## config.mk

```make
export PLATFORM = sky130hd
export DESIGN_NAME = acdpc_top
export DESIGN_NICKNAME = d
export VERILOG_FILES = /design/src/logic/acdpc_pkg.sv /design/src/logic/acdpc_top.sv
export SDC_FILE = /design/constraint.sdc
export NUM_CORES = 1
export LEC_CHECK = 0
export ABC_AREA = 1
export BUFFER_PORTS_ARGS = -buffer_cell sky130_fd_sc_hd__buf_2
export CAP_MARGIN = 10
export CORE_MARGIN = 10
export CORE_UTILIZATION = 56
export DETAILED_ROUTE_END_ITERATION = 7
export PLACE_DENSITY = 0.84
export SLEW_MARGIN = 20
export SYNTH_ARGS = -nofsm -noshare
export SYNTH_HDL_FRONTEND = slang
export SYNTH_SLANG_ARGS = --single-unit
```

## constraint.sdc

```tcl
create_clock -name core_clk -period 3.36 [get_ports core_clk]
set_input_delay 0.504 -clock core_clk [delete_from_list [all_inputs] [get_ports core_clk]]
set_output_delay 0.504 -clock core_clk [all_outputs]
set_load 0.1 [all_outputs]
```

## src/logic/acdpc_pkg.sv

```systemverilog
// Package with register offsets, field positions, reset values and codes for the clock/pin block.
package acdpc_pkg;

	// ****************************************
	// Register offsets
	// ****************************************
	localparam logic [11:0] ADDR_TEMP_DIODE_SELECT   = 12'h028;
	localparam logic [11:0] ADDR_SLEEP_PIN_ENABLE    = 12'h03f;
	localparam logic [11:0] ADDR_PIN_FUNCTION_SELECT = 12'h040;
	localparam logic [11:0] ADDR_INPUT_CLOCK_DIVIDE  = 12'h10b;
	localparam logic [11:0] ADDR_DIVIDED_CLOCK_PHASE = 12'h10c;
	localparam logic [11:0] ADDR_AUTO_PHASE_SKEW     = 12'h10d;
	localparam logic [11:0] ADDR_FINE_DELAY_ENABLE   = 12'h117;
	localparam logic [11:0] ADDR_SAMPLE_CLOCK_SKEW   = 12'h118;
	localparam logic [11:0] ADDR_INPUT_CLOCK_PRESENT = 12'h11c;

	// ****************************************
	// Reset values
	// ****************************************
	localparam logic [7:0] RST_TEMP_DIODE_SELECT   = 8'h00;
	localparam logic [7:0] RST_SLEEP_PIN_ENABLE    = 8'h00;
	localparam logic [7:0] RST_PIN_FUNCTION_SELECT = 8'h3f;
	localparam logic [7:0] RST_INPUT_CLOCK_DIVIDE  = 8'h00;
	localparam logic [7:0] RST_DIVIDED_CLOCK_PHASE = 8'h00;
	localparam logic [7:0] RST_AUTO_PHASE_SKEW     = 8'h00;
	localparam logic [7:0] RST_FINE_DELAY_ENABLE   = 8'h00;
	localparam logic [7:0] RST_SAMPLE_CLOCK_SKEW   = 8'h00;

	// ****************************************
	// Field positions
	// ****************************************
	localparam int DIODE_BIT      = 0;
	localparam int SLEEP_IGN_BIT  = 7;
	localparam int SLEEP_MODE_HI  = 7;
	localparam int SLEEP_MODE_LO  = 6;
	localparam int FDB_HI         = 5;
	localparam int FDB_LO         = 3;
	localparam int FDA_HI         = 2;
	localparam int FDA_LO         = 0;
	localparam int DIV_HI         = 2;
	localparam int DIV_LO         = 0;
	localparam int PHASE_HI       = 3;
	localparam int PHASE_LO       = 0;
	localparam int AUTO_BIT       = 7;
	localparam int NEG_WIN_HI     = 3;
	localparam int NEG_WIN_LO     = 2;
	localparam int POS_WIN_HI     = 1;
	localparam int POS_WIN_LO     = 0;
	localparam int FINE_EN_BIT    = 0;

	// ****************************************
	// Codes
	// ****************************************
	localparam logic [1:0] SLEEP_POWER_DOWN = 2'h0;
	localparam logic [1:0] SLEEP_STANDBY    = 2'h1;
	localparam logic [2:0] FD_FAST_FLAG     = 3'h0;
	localparam logic [2:0] FD_LMFC          = 3'h1;
	localparam logic [2:0] FD_TEMP_DIODE    = 3'h3;
	localparam logic [2:0] FD_DISABLE       = 3'h7;
	localparam logic [2:0] DIV_BY_1         = 3'h0;
	localparam logic [2:0] DIV_BY_2         = 3'h1;
	localparam logic [2:0] DIV_BY_4         = 3'h3;
	localparam logic [2:0] DIV_BY_8         = 3'h7;
	localparam logic [7:0] FINE_SKEW_MIN    = 8'ha8;

endpackage : acdpc_pkg

```

## src/logic/acdpc_top.sv

```systemverilog
// Clock divider, divider phase, fine delay, clock status and multipurpose pin control.
//
// Summary of operation
// - Per-channel bit routes temperature diode when one; needs pin function selection.
// - Per-channel top bit one makes channel ignore the sleep control pin.
// - Pin mode field: 00 power down, 01 standby, 10 pin disabled.
// - Second pin code: 000 fast flag, 001 LMFC, 111 off, else SYNC.
// - First pin: same choices, plus one code routing temperature diode.
// - Divider code 000/001/011/111 divides input clock by 1/2/4/8.
// - Per-channel phase delays divided clock by value times half cycle.
// - Top divider-control bit enables auto phase adjust; only when ratio above one.
// - Negative skew window tolerates zero to three device clocks.
// - Positive skew window tolerates zero to three device clocks.
// - Fine delay enable turns on fine adjust and triggers a datapath reset.
// - Fine delay is two's complement, saturating at -88 and below.
// - Fine delay value acts only while fine delay enable is set.
// - Read-only status bit shows one while an input clock is detected.
`timescale 1ns/1ps

module acdpc_top (
	input  wire logic       core_clk,
	input  wire logic       srst,
	input  wire logic [11:0] reg_addr,
	input  wire logic [7:0] reg_wdata,
	input  wire logic       reg_wr,
	input  wire logic       reg_rd,
	input  wire logic [1:0] chan_select,
	output logic      [7:0] reg_rdata,
	input  wire logic       sleep_control_pin,
	input  wire logic       clock_detect_in,
	input  wire logic       sysref_in,
	input  wire logic [1:0] fast_thresh_flag,
	input  wire logic       lmfc_pulse,
	input  wire logic       sync_internal_n,
	output logic [1:0]      chan_power_down,
	output logic [1:0]      chan_standby,
	output logic [1:0]      temp_diode_route,
	output logic            fd_a_out,
	output logic            fd_a_oe,
	output logic            fd_b_out,
	output logic            fd_b_oe,
	output logic            div_clk_en,
	output logic [1:0]      sample_clk_en,
	output logic [1:0]      sample_half_cycle,
	output logic [15:0]     fine_skew,
	output logic            fine_delay_active,
	output logic            datapath_reset
);

	// ****************************************
	// Register file
	// ****************************************
	logic [7:0] diode_q   [2];
	logic [7:0] sleep_q   [2];
	logic [7:0] phase_q   [2];
	logic [7:0] skew_q    [2];
	logic [7:0] pinsel_q;
	logic [7:0] divider_q;
	logic [7:0] auto_q;
	logic [7:0] fine_en_q;

	wire wr_diode   = reg_wr && (reg_addr == acdpc_pkg::ADDR_TEMP_DIODE_SELECT);
	wire wr_sleep   = reg_wr && (reg_addr == acdpc_pkg::ADDR_SLEEP_PIN_ENABLE);
	wire wr_pinsel  = reg_wr && (reg_addr == acdpc_pkg::ADDR_PIN_FUNCTION_SELECT);
	wire wr_divider = reg_wr && (reg_addr == acdpc_pkg::ADDR_INPUT_CLOCK_DIVIDE);
	wire wr_phase   = reg_wr && (reg_addr == acdpc_pkg::ADDR_DIVIDED_CLOCK_PHASE);
	wire wr_auto    = reg_wr && (reg_addr == acdpc_pkg::ADDR_AUTO_PHASE_SKEW);
	wire wr_fine_en = reg_wr && (reg_addr == acdpc_pkg::ADDR_FINE_DELAY_ENABLE);
	wire wr_skew    = reg_wr && (reg_addr == acdpc_pkg::ADDR_SAMPLE_CLOCK_SKEW);

	// Only writable bits are stored, so reserved bits read back as zero.
	for (genvar c = 0; c < 2; c++) begin : g_chan_regs
		always_ff @(posedge core_clk) begin
			if (srst) begin
				diode_q[c] <= acdpc_pkg::RST_TEMP_DIODE_SELECT;
				sleep_q[c] <= acdpc_pkg::RST_SLEEP_PIN_ENABLE;
				phase_q[c] <= acdpc_pkg::RST_DIVIDED_CLOCK_PHASE;
				skew_q[c]  <= acdpc_pkg::RST_SAMPLE_CLOCK_SKEW;
			end else if (chan_select[c]) begin
				if (wr_diode)
					diode_q[c] <= {7'h00, reg_wdata[acdpc_pkg::DIODE_BIT]};
				if (wr_sleep)
					sleep_q[c] <= {reg_wdata[acdpc_pkg::SLEEP_IGN_BIT], 7'h00};
				if (wr_phase)
					phase_q[c] <= {4'h0, reg_wdata[acdpc_pkg::PHASE_HI:acdpc_pkg::PHASE_LO]};
				if (wr_skew)
					skew_q[c] <= reg_wdata;
			end
		end
	end

	always_ff @(posedge core_clk) begin
		if (srst) begin
			pinsel_q  <= acdpc_pkg::RST_PIN_FUNCTION_SELECT;
			divider_q <= acdpc_pkg::RST_INPUT_CLOCK_DIVIDE;
			auto_q    <= acdpc_pkg::RST_AUTO_PHASE_SKEW;
			fine_en_q <= acdpc_pkg::RST_FINE_DELAY_ENABLE;
		end else begin
			if (wr_pinsel)
				pinsel_q <= reg_wdata;
			if (wr_divider)
				divider_q <= {5'h00, reg_wdata[acdpc_pkg::DIV_HI:acdpc_pkg::DIV_LO]};
			if (wr_auto)
				auto_q <= reg_wdata & 8'h8f;
			if (wr_fine_en)
				fine_en_q <= {7'h00, reg_wdata[acdpc_pkg::FINE_EN_BIT]};
		end
	end

	// ****************************************
	// Pin synchronisers
	// ****************************************
	logic [2:0] sync1_q;
	logic [2:0] sync2_q;

	always_ff @(posedge core_clk) begin
		if (srst) begin
			sync1_q <= 3'h0;
			sync2_q <= 3'h0;
		end else begin
			sync1_q <= {sysref_in, clock_detect_in, sleep_control_pin};
			sync2_q <= sync1_q;
		end
	end

	wire sleep_pin_s  = sync2_q[0];
	wire clk_present  = sync2_q[1];
	wire sysref_s     = sync2_q[2];

	// ****************************************
	// Register read-back
	// ****************************************
	// Per-channel registers read from channel A when it is selected, else from B.
	wire       rd_ch = ~chan_select[0];
	logic [7:0] rd_mux;

	always_comb begin
		rd_mux = 8'h00;
		unique case (reg_addr)
			acdpc_pkg::ADDR_TEMP_DIODE_SELECT:   rd_mux = diode_q[rd_ch];
			acdpc_pkg::ADDR_SLEEP_PIN_ENABLE:    rd_mux = sleep_q[rd_ch];
			acdpc_pkg::ADDR_PIN_FUNCTION_SELECT: rd_mux = pinsel_q;
			acdpc_pkg::ADDR_INPUT_CLOCK_DIVIDE:  rd_mux = divider_q;
			acdpc_pkg::ADDR_DIVIDED_CLOCK_PHASE: rd_mux = phase_q[rd_ch];
			acdpc_pkg::ADDR_AUTO_PHASE_SKEW:     rd_mux = auto_q;
			acdpc_pkg::ADDR_FINE_DELAY_ENABLE:   rd_mux = fine_en_q;
			acdpc_pkg::ADDR_SAMPLE_CLOCK_SKEW:   rd_mux = skew_q[rd_ch];
			acdpc_pkg::ADDR_INPUT_CLOCK_PRESENT: rd_mux = {7'h00, clk_present};
			default:                             rd_mux = 8'h00;
		endcase
	end

	always_ff @(posedge core_clk) begin
		if (srst)
			reg_rdata <= 8'h00;
		else if (reg_rd)
			reg_rdata <= rd_mux;
	end

	// ****************************************
	// Clock divider and phase
	// ****************************************
	// Reserved divider codes fall back to divide by one.
	function automatic logic [2:0] div_mask(input logic [2:0] code);
		unique case (code)
			acdpc_pkg::DIV_BY_2: div_mask = 3'h1;
			acdpc_pkg::DIV_BY_4: div_mask = 3'h3;
			acdpc_pkg::DIV_BY_8: div_mask = 3'h7;
			default:             div_mask = 3'h0;
		endcase
	endfunction : div_mask

	wire [2:0] mask     = div_mask(divider_q[acdpc_pkg::DIV_HI:acdpc_pkg::DIV_LO]);
	wire [1:0] neg_win  = auto_q[acdpc_pkg::NEG_WIN_HI:acdpc_pkg::NEG_WIN_LO];
	wire [1:0] pos_win  = auto_q[acdpc_pkg::POS_WIN_HI:acdpc_pkg::POS_WIN_LO];
	wire       auto_en  = auto_q[acdpc_pkg::AUTO_BIT] && (mask != 3'h0);

	logic [2:0] div_cnt_q;
	logic       sysref_prev_q;

	wire       sysref_edge = sysref_s && !sysref_prev_q;
	// Counter value is the reference lateness; its wrap-around is earliness.
	wire [2:0] late_by     = div_cnt_q;
	wire [2:0] early_by    = (mask - div_cnt_q) + 3'h1;
	wire       in_pos_win  = (late_by != 3'h0) && (late_by <= {1'b0, pos_win});
	wire       in_neg_win  = (late_by != 3'h0) && (early_by <= {1'b0, neg_win});
	wire       realign     = auto_en && sysref_edge && (late_by != 3'h0) &&
	                         !in_pos_win && !in_neg_win;
	wire [2:0] div_cnt_d   = realign ? 3'h1 :
	                         (div_cnt_q >= mask) ? 3'h0 : div_cnt_q + 3'h1;

	always_ff @(posedge core_clk) begin
		if (srst) begin
			div_cnt_q     <= 3'h0;
			sysref_prev_q <= 1'b0;
		end else begin
			div_cnt_q     <= div_cnt_d;
			sysref_prev_q <= sysref_s;
		end
	end

	logic [1:0] samp_en_d;
	logic [1:0] half_d;

	always_comb begin
		for (int c = 0; c < 2; c++) begin
			// Whole-cycle part selects the enable slot; odd values add a half cycle.
			samp_en_d[c] = (div_cnt_d == (phase_q[c][3:1] & mask));
			half_d[c]    = phase_q[c][0];
		end
	end

	always_ff @(posedge core_clk) begin
		if (srst) begin
			div_clk_en        <= 1'b0;
			sample_clk_en     <= 2'h0;
			sample_half_cycle <= 2'h0;
		end else begin
			div_clk_en        <= (div_cnt_d == 3'h0);
			sample_clk_en     <= samp_en_d;
			sample_half_cycle <= half_d;
		end
	end

	// ****************************************
	// Fine delay
	// ****************************************
	logic fine_en_prev_q;
	wire  fine_en = fine_en_q[acdpc_pkg::FINE_EN_BIT];

	function automatic logic [7:0] sat_skew(input logic [7:0] v);
		sat_skew = ($signed(v) < $signed(acdpc_pkg::FINE_SKEW_MIN)) ?
		           acdpc_pkg::FINE_SKEW_MIN : v;
	endfunction : sat_skew

	always_ff @(posedge core_clk) begin
		if (srst) begin
			fine_en_prev_q    <= 1'b0;
			datapath_reset    <= 1'b0;
			fine_delay_active <= 1'b0;
			fine_skew         <= 16'h0000;
		end else begin
			fine_en_prev_q    <= fine_en;
			datapath_reset    <= fine_en && !fine_en_prev_q;
			fine_delay_active <= fine_en;
			fine_skew         <= fine_en ? {sat_skew(skew_q[1]), sat_skew(skew_q[0])}
			                             : 16'h0000;
		end
	end

	// ****************************************
	// Sleep pin and multipurpose pins
	// ****************************************
	wire [1:0] sleep_mode = pinsel_q[acdpc_pkg::SLEEP_MODE_HI:acdpc_pkg::SLEEP_MODE_LO];
	wire [2:0] fdb_sel    = pinsel_q[acdpc_pkg::FDB_HI:acdpc_pkg::FDB_LO];
	wire [2:0] fda_sel    = pinsel_q[acdpc_pkg::FDA_HI:acdpc_pkg::FDA_LO];

	logic [1:0] pd_d;
	logic [1:0] sb_d;
	logic [1:0] diode_d;

	always_comb begin
		for (int c = 0; c < 2; c++) begin
			pd_d[c] = sleep_pin_s && !sleep_q[c][acdpc_pkg::SLEEP_IGN_BIT] &&
			          (sleep_mode == acdpc_pkg::SLEEP_POWER_DOWN);
			sb_d[c] = sleep_pin_s && !sleep_q[c][acdpc_pkg::SLEEP_IGN_BIT] &&
			          (sleep_mode == acdpc_pkg::SLEEP_STANDBY);
			diode_d[c] = diode_q[c][acdpc_pkg::DIODE_BIT] &&
			             (fda_sel == acdpc_pkg::FD_TEMP_DIODE);
		end
	end

	function automatic logic pin_value(input logic [2:0] sel, input logic flag);
		unique case (sel)
			acdpc_pkg::FD_FAST_FLAG: pin_value = flag;
			acdpc_pkg::FD_LMFC:      pin_value = lmfc_pulse;
			default:                 pin_value = sync_internal_n;
		endcase
	endfunction : pin_value

	wire fda_on = (fda_sel != acdpc_pkg::FD_DISABLE) &&
	              (fda_sel != acdpc_pkg::FD_TEMP_DIODE);
	wire fdb_on = (fdb_sel != acdpc_pkg::FD_DISABLE);

	always_ff @(posedge core_clk) begin
		if (srst) begin
			chan_power_down  <= 2'h0;
			chan_standby     <= 2'h0;
			temp_diode_route <= 2'h0;
			fd_a_out         <= 1'b0;
			fd_a_oe          <= 1'b0;
			fd_b_out         <= 1'b0;
			fd_b_oe          <= 1'b0;
		end else begin
			chan_power_down  <= pd_d;
			chan_standby     <= sb_d;
			temp_diode_route <= diode_d;
			fd_a_out         <= fda_on && pin_value(fda_sel, fast_thresh_flag[0]);
			fd_a_oe          <= fda_on;
			fd_b_out         <= fdb_on && pin_value(fdb_sel, fast_thresh_flag[1]);
			fd_b_oe          <= fdb_on;
		end
	end

endmodule : acdpc_top
```

==> results.md, run 1 <==
* Share of cells above drive strength 1 at 0.197
* Most Crowded Layer GR: met2
* Fin util at 0.659
* Leak at roughly 2.5 nW
* Fin crit period at 2.63 ns
* Max_cap viols at 0
* Critical Path End Type: flip-flop
* Net count, final at 693
* Worst reg2reg setup slack at 0.73 ns
* Starting Density at 0.576
* Worst-skew pair later-pin latency at 0.36 ns
* Dpl hpwl at 8780 um
* CP Data Required Time at 3.63 ns
* Post-Syn Area at 0.00445 mm^2
* Initial antenna violation count at 0
* Largest net degree at the start of global routing at 36
* GR Util met2 at 0.347
* Pwr Density at 418 mW/mm^2
* Setup bufs post-CTS at 0
* Area grow syn2layout at 14.3%
* Diode count at 0
* Cells after Synth at 572
* Commonest non-fill, non-tap cells in the layout: nand2_1, nor2_1, inv_1
* Setup TNS at 0 ns
* Total Wirelength at about 11,000 um
* Vias in the first global route at roughly 3,800
* Fmax at roughly 380 MHz
* Clock Path Buffers at 2
* Slew Limit Fails at 0
* WS Path Type: reg -> reg
* RSZ-0062 raised after global routing: false
* GR Util met1 at 0.206
* Crit start category: flip-flop
* Routed wire length per instance at ~15 um
* Async S/R FF share, synth at 0
* Num CTS Buffers at 9
* Height of the die at 109 um
* Die Wd at 109 um
* Top FF cell, synth: dfxtp_1
* Port bufs at 73
* Clock Skew at 0.00637 ns
* Grt total ovfl at 0
* Via Count at slightly below 4,000
* CTS tree: yes
* Post-route ant nets at 0
* Sequential element share of the synthesized area at 0.495
* DR vias/cell at 5.22
* Distinct cells, synth at 32
* Data arrival time of the worst path at 2.90 ns
* Worst-path maximum fanout at 9
* RePlAce Congestion at around 0.97
* Clk sink count at 96
* Slew HR at 0.603
* Final Hold Fails at 0
* Root buf cell: clkbuf_8
* Clock transition at the registers of the reported paths at 0.09 ns
* Iter 0 DRT Violations at 244
* Post-CTS Resized at 0
* Clock H-tree levels at 3
* Status: complete, no violations
* Core Area at 0.00773 mm^2
* M3 GR Usage at 0.0401
* Post-synth EDFFs at 28
* Setup violations, final at 0
* Total track usage at 0.190
* Worst-margin pin slew at 0.594 ns
* Yosys reg bits at 96
* Hold/Removal Path Class: in -> reg
* Row count at 32
* Tcrit/Tclk final at 0.782
* First-pass GRT wire length at approximately 18,000 um
* Hold_buf cts at 0
* Synth warn at 0
* Worst vdd ir at 0.257 mV
* Post-synth net total at 619
* Mean post-synth cell area at 7.79 um^2
* I/O pin total at 74
* Commonest non-fill, non-tap cell in the layout: nand2_1
* Die Area at 0.0119 mm^2
* Pre-antenna DRT Iters at 4
* DRC viols at 0
-- final timing paths --
kind | from | end | cells past startpoint
setup / recovery | divider_q[2]$_SDFFE_PP0P_ | sample_clk_en[1]$_SDFF_PP0_ | 15
hold / removal | sysref_in | sync1_q[2]$_SDFF_PP0_ | 3
setup reg to reg | divider_q[2]$_SDFFE_PP0P_ | sample_clk_en[1]$_SDFF_PP0_ | 15
hold reg to reg | sync1_q[0]$_SDFF_PP0_ | sync2_q[0]$_SDFF_PP0_ | 2
-- Yosys cell counts, types with 7 or more instances --
library cell / count / area [um^2]
nand2_1: 114 / 428
nor2_1: 96 / 360
inv_1: 85 / 319
dfxtp_1: 68 / 1360
a21oi_1: 32 / 160
edfxtp_1: 28 / 841
nand3_1: 26 / 130
o21ai_0: 23 / 115
inv_2: 15 / 56.3
ha_1: 14 / 175
o21ai_1: 10 / 50.1
clkbuf_1: 7 / 26.3
-- critical path: stages, from the launching register on --
cell	delay, ns
dfxtp_1	0.38
inv_1	0.08
o21ai_1	0.22
inv_1	0.12
ha_1	0.20
ha_1	0.28
ha_1	0.29
inv_1	0.06
nor2_1	0.03
o21ai_0	0.15
nand3_1	0.10
nand3_2	0.16
nand2_1	0.15
or2_0	0.23
nand2_1	0.07
nor2_1	0.03
-- flip-flops by register name (all words and copies together), names as in the netlist, 2 cells and up --
name / cells
divider_q: 3
chan_standby: 2
reg_rdata: 8
div_cnt_q: 3
temp_diode_route: 2
sync1_q: 3
auto_q: 5
pinsel_q: 8
skew_q: 16
fine_skew: 16
sleep_q: 2
sync2_q: 3
phase_q: 8
chan_power_down: 2
sample_clk_en: 2
diode_q: 2
sample_half_cycle: 2
-- where the power goes --
| part | total (mW) | switching (mW) | leakage (nW) | internal (mW) |
|---|---|---|---|---|
| sequential | 1.22 | 0.0106 | 0.817 | 1.21 |
| clock | 0.743 | 0.398 | 0.0953 | 0.345 |
| combinational | 0.159 | 0.120 | 1.58 | 0.0388 |
-- routing by layer --
layer / vias up / wire, um
met5: - / 0
met4: 0 / 294
met3: 25 / 660
met2: 121 / 5880
met1: 1828 / 4400
li1: 1955 / -
-- cell families after synthesis --
kind of cell,count (synthesis),share of synthesized area
XOR/XNOR,1,0.00197
adder cells (fa/ha/maj),14,0.0393
AO/OA/AOI/OAI,78,0.0950
flip-flops,96,0.495
AND/OR/NAND/NOR,272,0.273
buffers and inverters,111,0.0961
-- layout make-up --
type | count | area (um^2)
clock buffer | 11 | 131
clock inverter | 5 | 56.3
fill | 671 | 2640
inverter | 100 | 375
multi-input combinational | 365 | 1820
sequential | 96 | 2200
tap | 102 | 128
timing repair buffer | 74 | 373
-- per-stage QoR --
step	setup slack [ns]	power, mW	hold slack (ns)	area, um^2	instances
2_1_floorplan	1.04	1.35	0.388	4450	572
3_3_place_gp	0.946	1.40	0.396	4900	737
3_5_place_dp	0.779	1.41	0.399	4900	737
4_1_cts	0.764	2.13	0.333	5090	753
5_1_grt	0.476	2.19	0.335	5090	753
6_report	0.732	2.13	0.335	5090	753
Note: power is estimated with default switching activity, not from simulation.
==> inputs of run 2 (changes only) <==
CORE_UTILIZATION = 51   (was 56)
PLACE_DENSITY = 0.81   (was 0.84)
clock period = 2.2 ns   (was 3.36 ns; I/O delays follow)
==> results.md, run 2 (synthesized netlist as in run 1, its figures left out) <==
* Status: finished with violations
* Failing checks: setup timing
* Tcrit/Tclk final at 1.07
* Height of the die at 113 um
* Max_cap viols at 0
* Critical Path End Type: flip-flop
* Clock Path Buffers at 2
* Vias in the first global route at 3,965
* Largest regs: fine_skew: 16 flops, skew_q: 16 flops
* First-pass GRT wire length at 18,500 um
* Clock Skew at 0.0102 ns
* Dpl hpwl at 8970 um
* Leak at 2.62 nW
* Num CTS Buffers at 9
* DR vias/cell at 5.07
* Die Wd at 113 um
* Via Count at 3,948
* Core Area at 0.00859 mm^2
* CP Data Required Time at 2.46 ns
* Fill count at 768
* Fin util at 0.627
* Setup violations, final at 4
* Hold_buf cts at 0
* Slew HR at 0.669
* CTS tree: yes
* Diode count at 0
* Worst-skew pair later-pin latency at 0.36 ns
* Worst-margin pin slew at 0.500 ns
* Fmax at 424 MHz
* Net count, final at around 700
* WS Path Type: reg -> reg
* Storage element area at roughly 0.0022 mm^2
* I/O pin total at 74
* Data arrival time of the worst path at 2.62 ns
* Final Hold Fails at 0
* Initial antenna violation count at 0
* Root buf cell: clkbuf_8
* Switching Fraction at 0.247
* Setup slack after layout at -0.158 ns
* Port bufs at 73
* DRC viols at 0
* Area grow syn2layout at 21.0%
* Total track usage at 0.174
* Post-Place Setup Slack at -0.106 ns
* Clock H-tree levels at 3
* Largest net degree at the start of global routing at 26
* Slew Limit Fails at 0
* Grt total ovfl at 0
* Multi-input logic area at 0.00193 mm^2
* Crit start category: flip-flop
* Worst hold slack at around 0.18 ns
* Total Wirelength at between 10,000 and 15,000 um
* RePlAce Congestion at 0.919
* Iter 0 DRT Violations at 250
* Clock Power Share at 0.366
* Internal power at 2.51 mW
* Clk sink count at 96
* Hold/Removal Path Class: in -> reg
* Post-route ant nets at 0
* RSZ-0062 raised after global routing: true
* Worst vdd ir at about 0.31 mV
* Commonest non-fill, non-tap cell in the layout: nand2_1
* Seq pwr share at 0.560
* Share of cells above drive strength 1 at 0.254
* Comb pwr share at 0.074
* Sw power at 823 uW
* Die Area at about 0.013 mm^2
* Pre-antenna DRT Iters at 4
* Commonest non-fill, non-tap cells in the layout: nand2_1, nor2_1, inv_1
* Row count at 34
* Worst-path maximum fanout at 7
* Clock transition at the registers of the reported paths at 0.10 ns
* Starting Density at 0.518
* Pwr Density at 619 mW/mm^2
* Fin crit period at 2.36 ns
* Routed wire length per instance at 15.1 um
-- run 2: timing repair --
action | 4_1_cts | 5_1_grt
buffers inserted | 1 | 3
pin swaps | 4 | 15
resized for setup | 3 | 19
endpoints found under the setup margin | 3 | 4
-- run 2: worst max-delay path: stages, from the launching register on --
cell and delay, ns:
dfxtp_4 0.38, buf_6 0.12, o21ai_4 0.05, inv_2 0.07, ha_4 0.16, ha_4 0.23, ha_4 0.26, inv_2 0.03
nor2_1 0.10, o21ai_1 0.08, nand3_1 0.15, nand3_4 0.16, buf_6 0.16, nand3b_1 0.12, nand2_1 0.09, nand2_2 0.07
nor2_2 0.03
-- run 2: area by class of cell --
type,instances,area share
Clock buffer,10,0.0276
Clock inverter,6,0.0116
Inverter,100,0.0697
Multi-Input combinational cell,365,0.357
Sequential cell,96,0.410
Tap cell,108,0.0251
Timing Repair Buffer,93,0.0984
-- run 2: path summary, 6_finish.rpt --
path	startpoint	endpoint	slack, ns	depth (start not counted)
worst max-delay path	divider_q[0]$_SDFFE_PP0P_	sample_clk_en[1]$_SDFF_PP0_	-0.16	16
worst min-delay path	sysref_in	sync1_q[2]$_SDFF_PP0_	0.18	3
worst max register to register	divider_q[0]$_SDFFE_PP0P_	sample_clk_en[1]$_SDFF_PP0_	-0.16	16
worst min register to register	sync1_q[0]$_SDFF_PP0_	sync2_q[0]$_SDFF_PP0_	0.41	2
-- run 2: routing by layer --
layer / part of all wire / wire, um / track usage / vias to the layer above
li1: - / - / - / 1987
met1: 0.40 / 4670 / 0.195 / 1820
met2: 0.53 / 6260 / 0.321 / 124
met3: 0.056 / 663 / 0.0367 / 17
met4: 0.014 / 164 / 0.0550 / 0
met5: 0 / 0 / 0 / -
-- run 2: power by group through the flow --
stage / combinational (mW) / sequential, mW / clock (mW)
after global routing: 0.272 / 1.87 / 1.32
after CTS: 0.245 / 1.87 / 1.23
final: 0.247 / 1.87 / 1.22
after global placement: 0.238 / 1.91 / 0
after detailed placement: 0.243 / 1.91 / 0
after floorplan: 0.117 / 1.94 / 0
-- run 2: metrics by stage --
step,TNS [ns],std cells,instance area [um^2],power (mW)
floorplan,0,572,4480,2.06
global route,-0.887,778,5390,3.46
CTS,0,775,5290,3.34
detailed placement,-0.175,758,5050,2.15
finish,-0.411,778,5390,3.33
global placement,-0.0183,758,5050,2.15
==> inputs of run 3 (changes only) <==
PLACE_DENSITY = 0.75   (was 0.81)
==> results.md, run 3 (synthesized netlist as in run 1, its figures left out) <==
* Net count, final at 712
* Total Wirelength at 11,600 um
* Iter 0 DRT Violations at 304
* Core Area at 0.00859 mm^2
* RSZ-0062 raised after global routing: true
* Slew Limit Fails at 0
* Critical Path End Type: flip-flop
* M3 GR Usage at 0.0362
* Data arrival time of the worst path at approximately 2.5 ns
* Leak at 2.60 nW
* Pwr Density at 597 mW/mm^2
* Failing checks: setup timing
* Fin crit period at 2.20 ns
* Port bufs at 73
* Root buf cell: clkbuf_8
* Post-Place Setup Slack at -0.0830 ns
* Routed wire length per instance at 14.9 um
* CP Data Required Time at 2.46 ns
* Worst-margin pin slew at roughly 0.50 ns
* Final Hold Fails at 0
* Switching Fraction at 0.268
* Die Area at 0.0129 mm^2
* Worst vdd ir at ~0.36 mV
* DR vias/cell at 5.09
* First-pass GRT wire length at 18,700 um
* Post-route ant nets at 0
* Worst-path maximum fanout at 7
* Worst-skew pair later-pin latency at 0.36 ns
* Starting Density at 0.518
* Initial antenna violation count at 0
* GR Util met2 at 0.311
* RePlAce Congestion at about 0.9
* Vias in the first global route at slightly below 4,000
* Largest regs: fine_skew: 16 flops, skew_q: 16 flops
* DRC viols at 0
* Sw power at 860 uW
* Fill count at 783
* Hold/Removal Path Class: in -> reg
* Most Crowded Layer GR: met2
* Pre-antenna DRT Iters at 6
* Seq pwr share at 0.582
* Tcrit/Tclk final at 1.00
* Tot Pwr at 3.20 mW
* Fmax at 455 MHz
* Status: finished with violations
* Total track usage at 0.177
* Comb pwr share at 0.077
* Setup TNS at -0.0000855 ns
* GR Util met1 at 0.206
* Die Wd at ~110 um
* Commonest non-fill, non-tap cell in the layout: nand2_1
* Crit start category: flip-flop
* Row count at 34
* CTS tree: yes
* Clock Power Share at 0.341
* Share of cells above drive strength 1 at 0.255
* Slew HR at 0.671
* Max_cap viols at 0
* WS Path Type: reg -> reg
* Clk sink count at 96
* Area grow syn2layout at 20.5%
* Setup violations, final at 1
* Via Count at 3,961
* Dpl hpwl at 8870 um
* Grt total ovfl at 0
* Height of the die at 113 um
* I/O pin total at between 70 and 80
* Num CTS Buffers at 9
* Clock transition at the registers of the reported paths at 0.10 ns
* Clock H-tree levels at 3
* Clock Skew at 0.00929 ns
* Commonest non-fill, non-tap cells in the layout: nand2_1, nor2_1, inv_1
* Fin util at 0.624
* Clock Path Buffers at 2
* Largest net degree at the start of global routing at 26
* Setup slack after layout at -0.0000855 ns
* Diode count at 0
* Internal power at approximately 2.3 mW
run 3: changes by cell type in the layout (fill, tap and decap cells not counted), sizes merged:
cell / previous run / this run
clkinvlp: 0 / 3
inv: 102 / 104
clkbuf: 10 / 9
bufinv: 1 / 0
clkinv: 3 / 0
run 3: path summary, 6_finish.rpt:
check / slack [ns] / cells after the start / to / from
min: 0.17 / 3 / sync1_q[2]$_SDFF_PP0_ / sysref_in
max: -0.00009 / 16 / sample_clk_en[0]$_SDFF_PP0_ / divider_q[2]$_SDFFE_PP0P_
min reg2reg: 0.41 / 2 / sync2_q[1]$_SDFF_PP0_ / sync1_q[1]$_SDFF_PP0_
max reg2reg: -0.00009 / 16 / sample_clk_en[0]$_SDFF_PP0_ / divider_q[2]$_SDFFE_PP0P_
run 3: what timing repair did:
action	CTS	global route
resized for setup	3	19
hold endpoints to repair	0	0
buffers inserted	4	3
pin swaps	3	17
cloned	0	0
hold buffers	0	0
endpoints found under the setup margin	2	4
run 3: layout make-up:
type,instances,area [um^2],share of cell area
Timing Repair Buffer,93,523,0.0975
Tap cell,108,135,0.0252
Inverter,100,375,0.0700
Clock inverter,7,60.1,0.0112
Sequential cell,96,2210,0.412
Multi-Input combinational cell,365,1940,0.361
Clock buffer,9,124,0.0231
run 3: critical path, cell delays in order, from the launching register on:
cell and delay (ns):
dfxtp_2 0.34, inv_2 0.05, o21ai_4 0.14, inv_2 0.07
ha_4 0.16, ha_4 0.24, ha_4 0.26, inv_2 0.03
nor2_2 0.08, o21ai_1 0.06, nand3_1 0.13, nand3_4 0.15
buf_6 0.16, nand3_2 0.05, nand2_1 0.06, nand2_1 0.08
nor2_1 0.04
run 3: power groups by stage:
stage          clock [mW]  combinational (mW)  sequential [mW]
2_1_floorplan           0               0.117             1.94
3_5_place_dp            0               0.244             1.91
4_1_cts              1.11               0.245             1.87
3_3_place_gp            0               0.238             1.91
6_report             1.09               0.248             1.87
5_1_grt              1.18               0.275             1.87
run 3: routing by layer:
| metal | wire, um | vias to the layer above |
|---|---|---|
| met4 | 221 | 0 |
| li1 | - | 1989 |
| met1 | 4790 | 1827 |
| met2 | 6070 | 127 |
| met3 | 506 | 18 |
| met5 | 0 | - |
run 3: per-stage QoR:
stage          hold slack (ns)  area (um^2)  cells
5_1_grt                  0.163         5370    778
3_5_place_dp             0.400         5030    756
2_1_floorplan            0.388         4480    572
3_3_place_gp             0.393         5030    756
4_1_cts                  0.161         5270    776
6_report                 0.170         5370    778
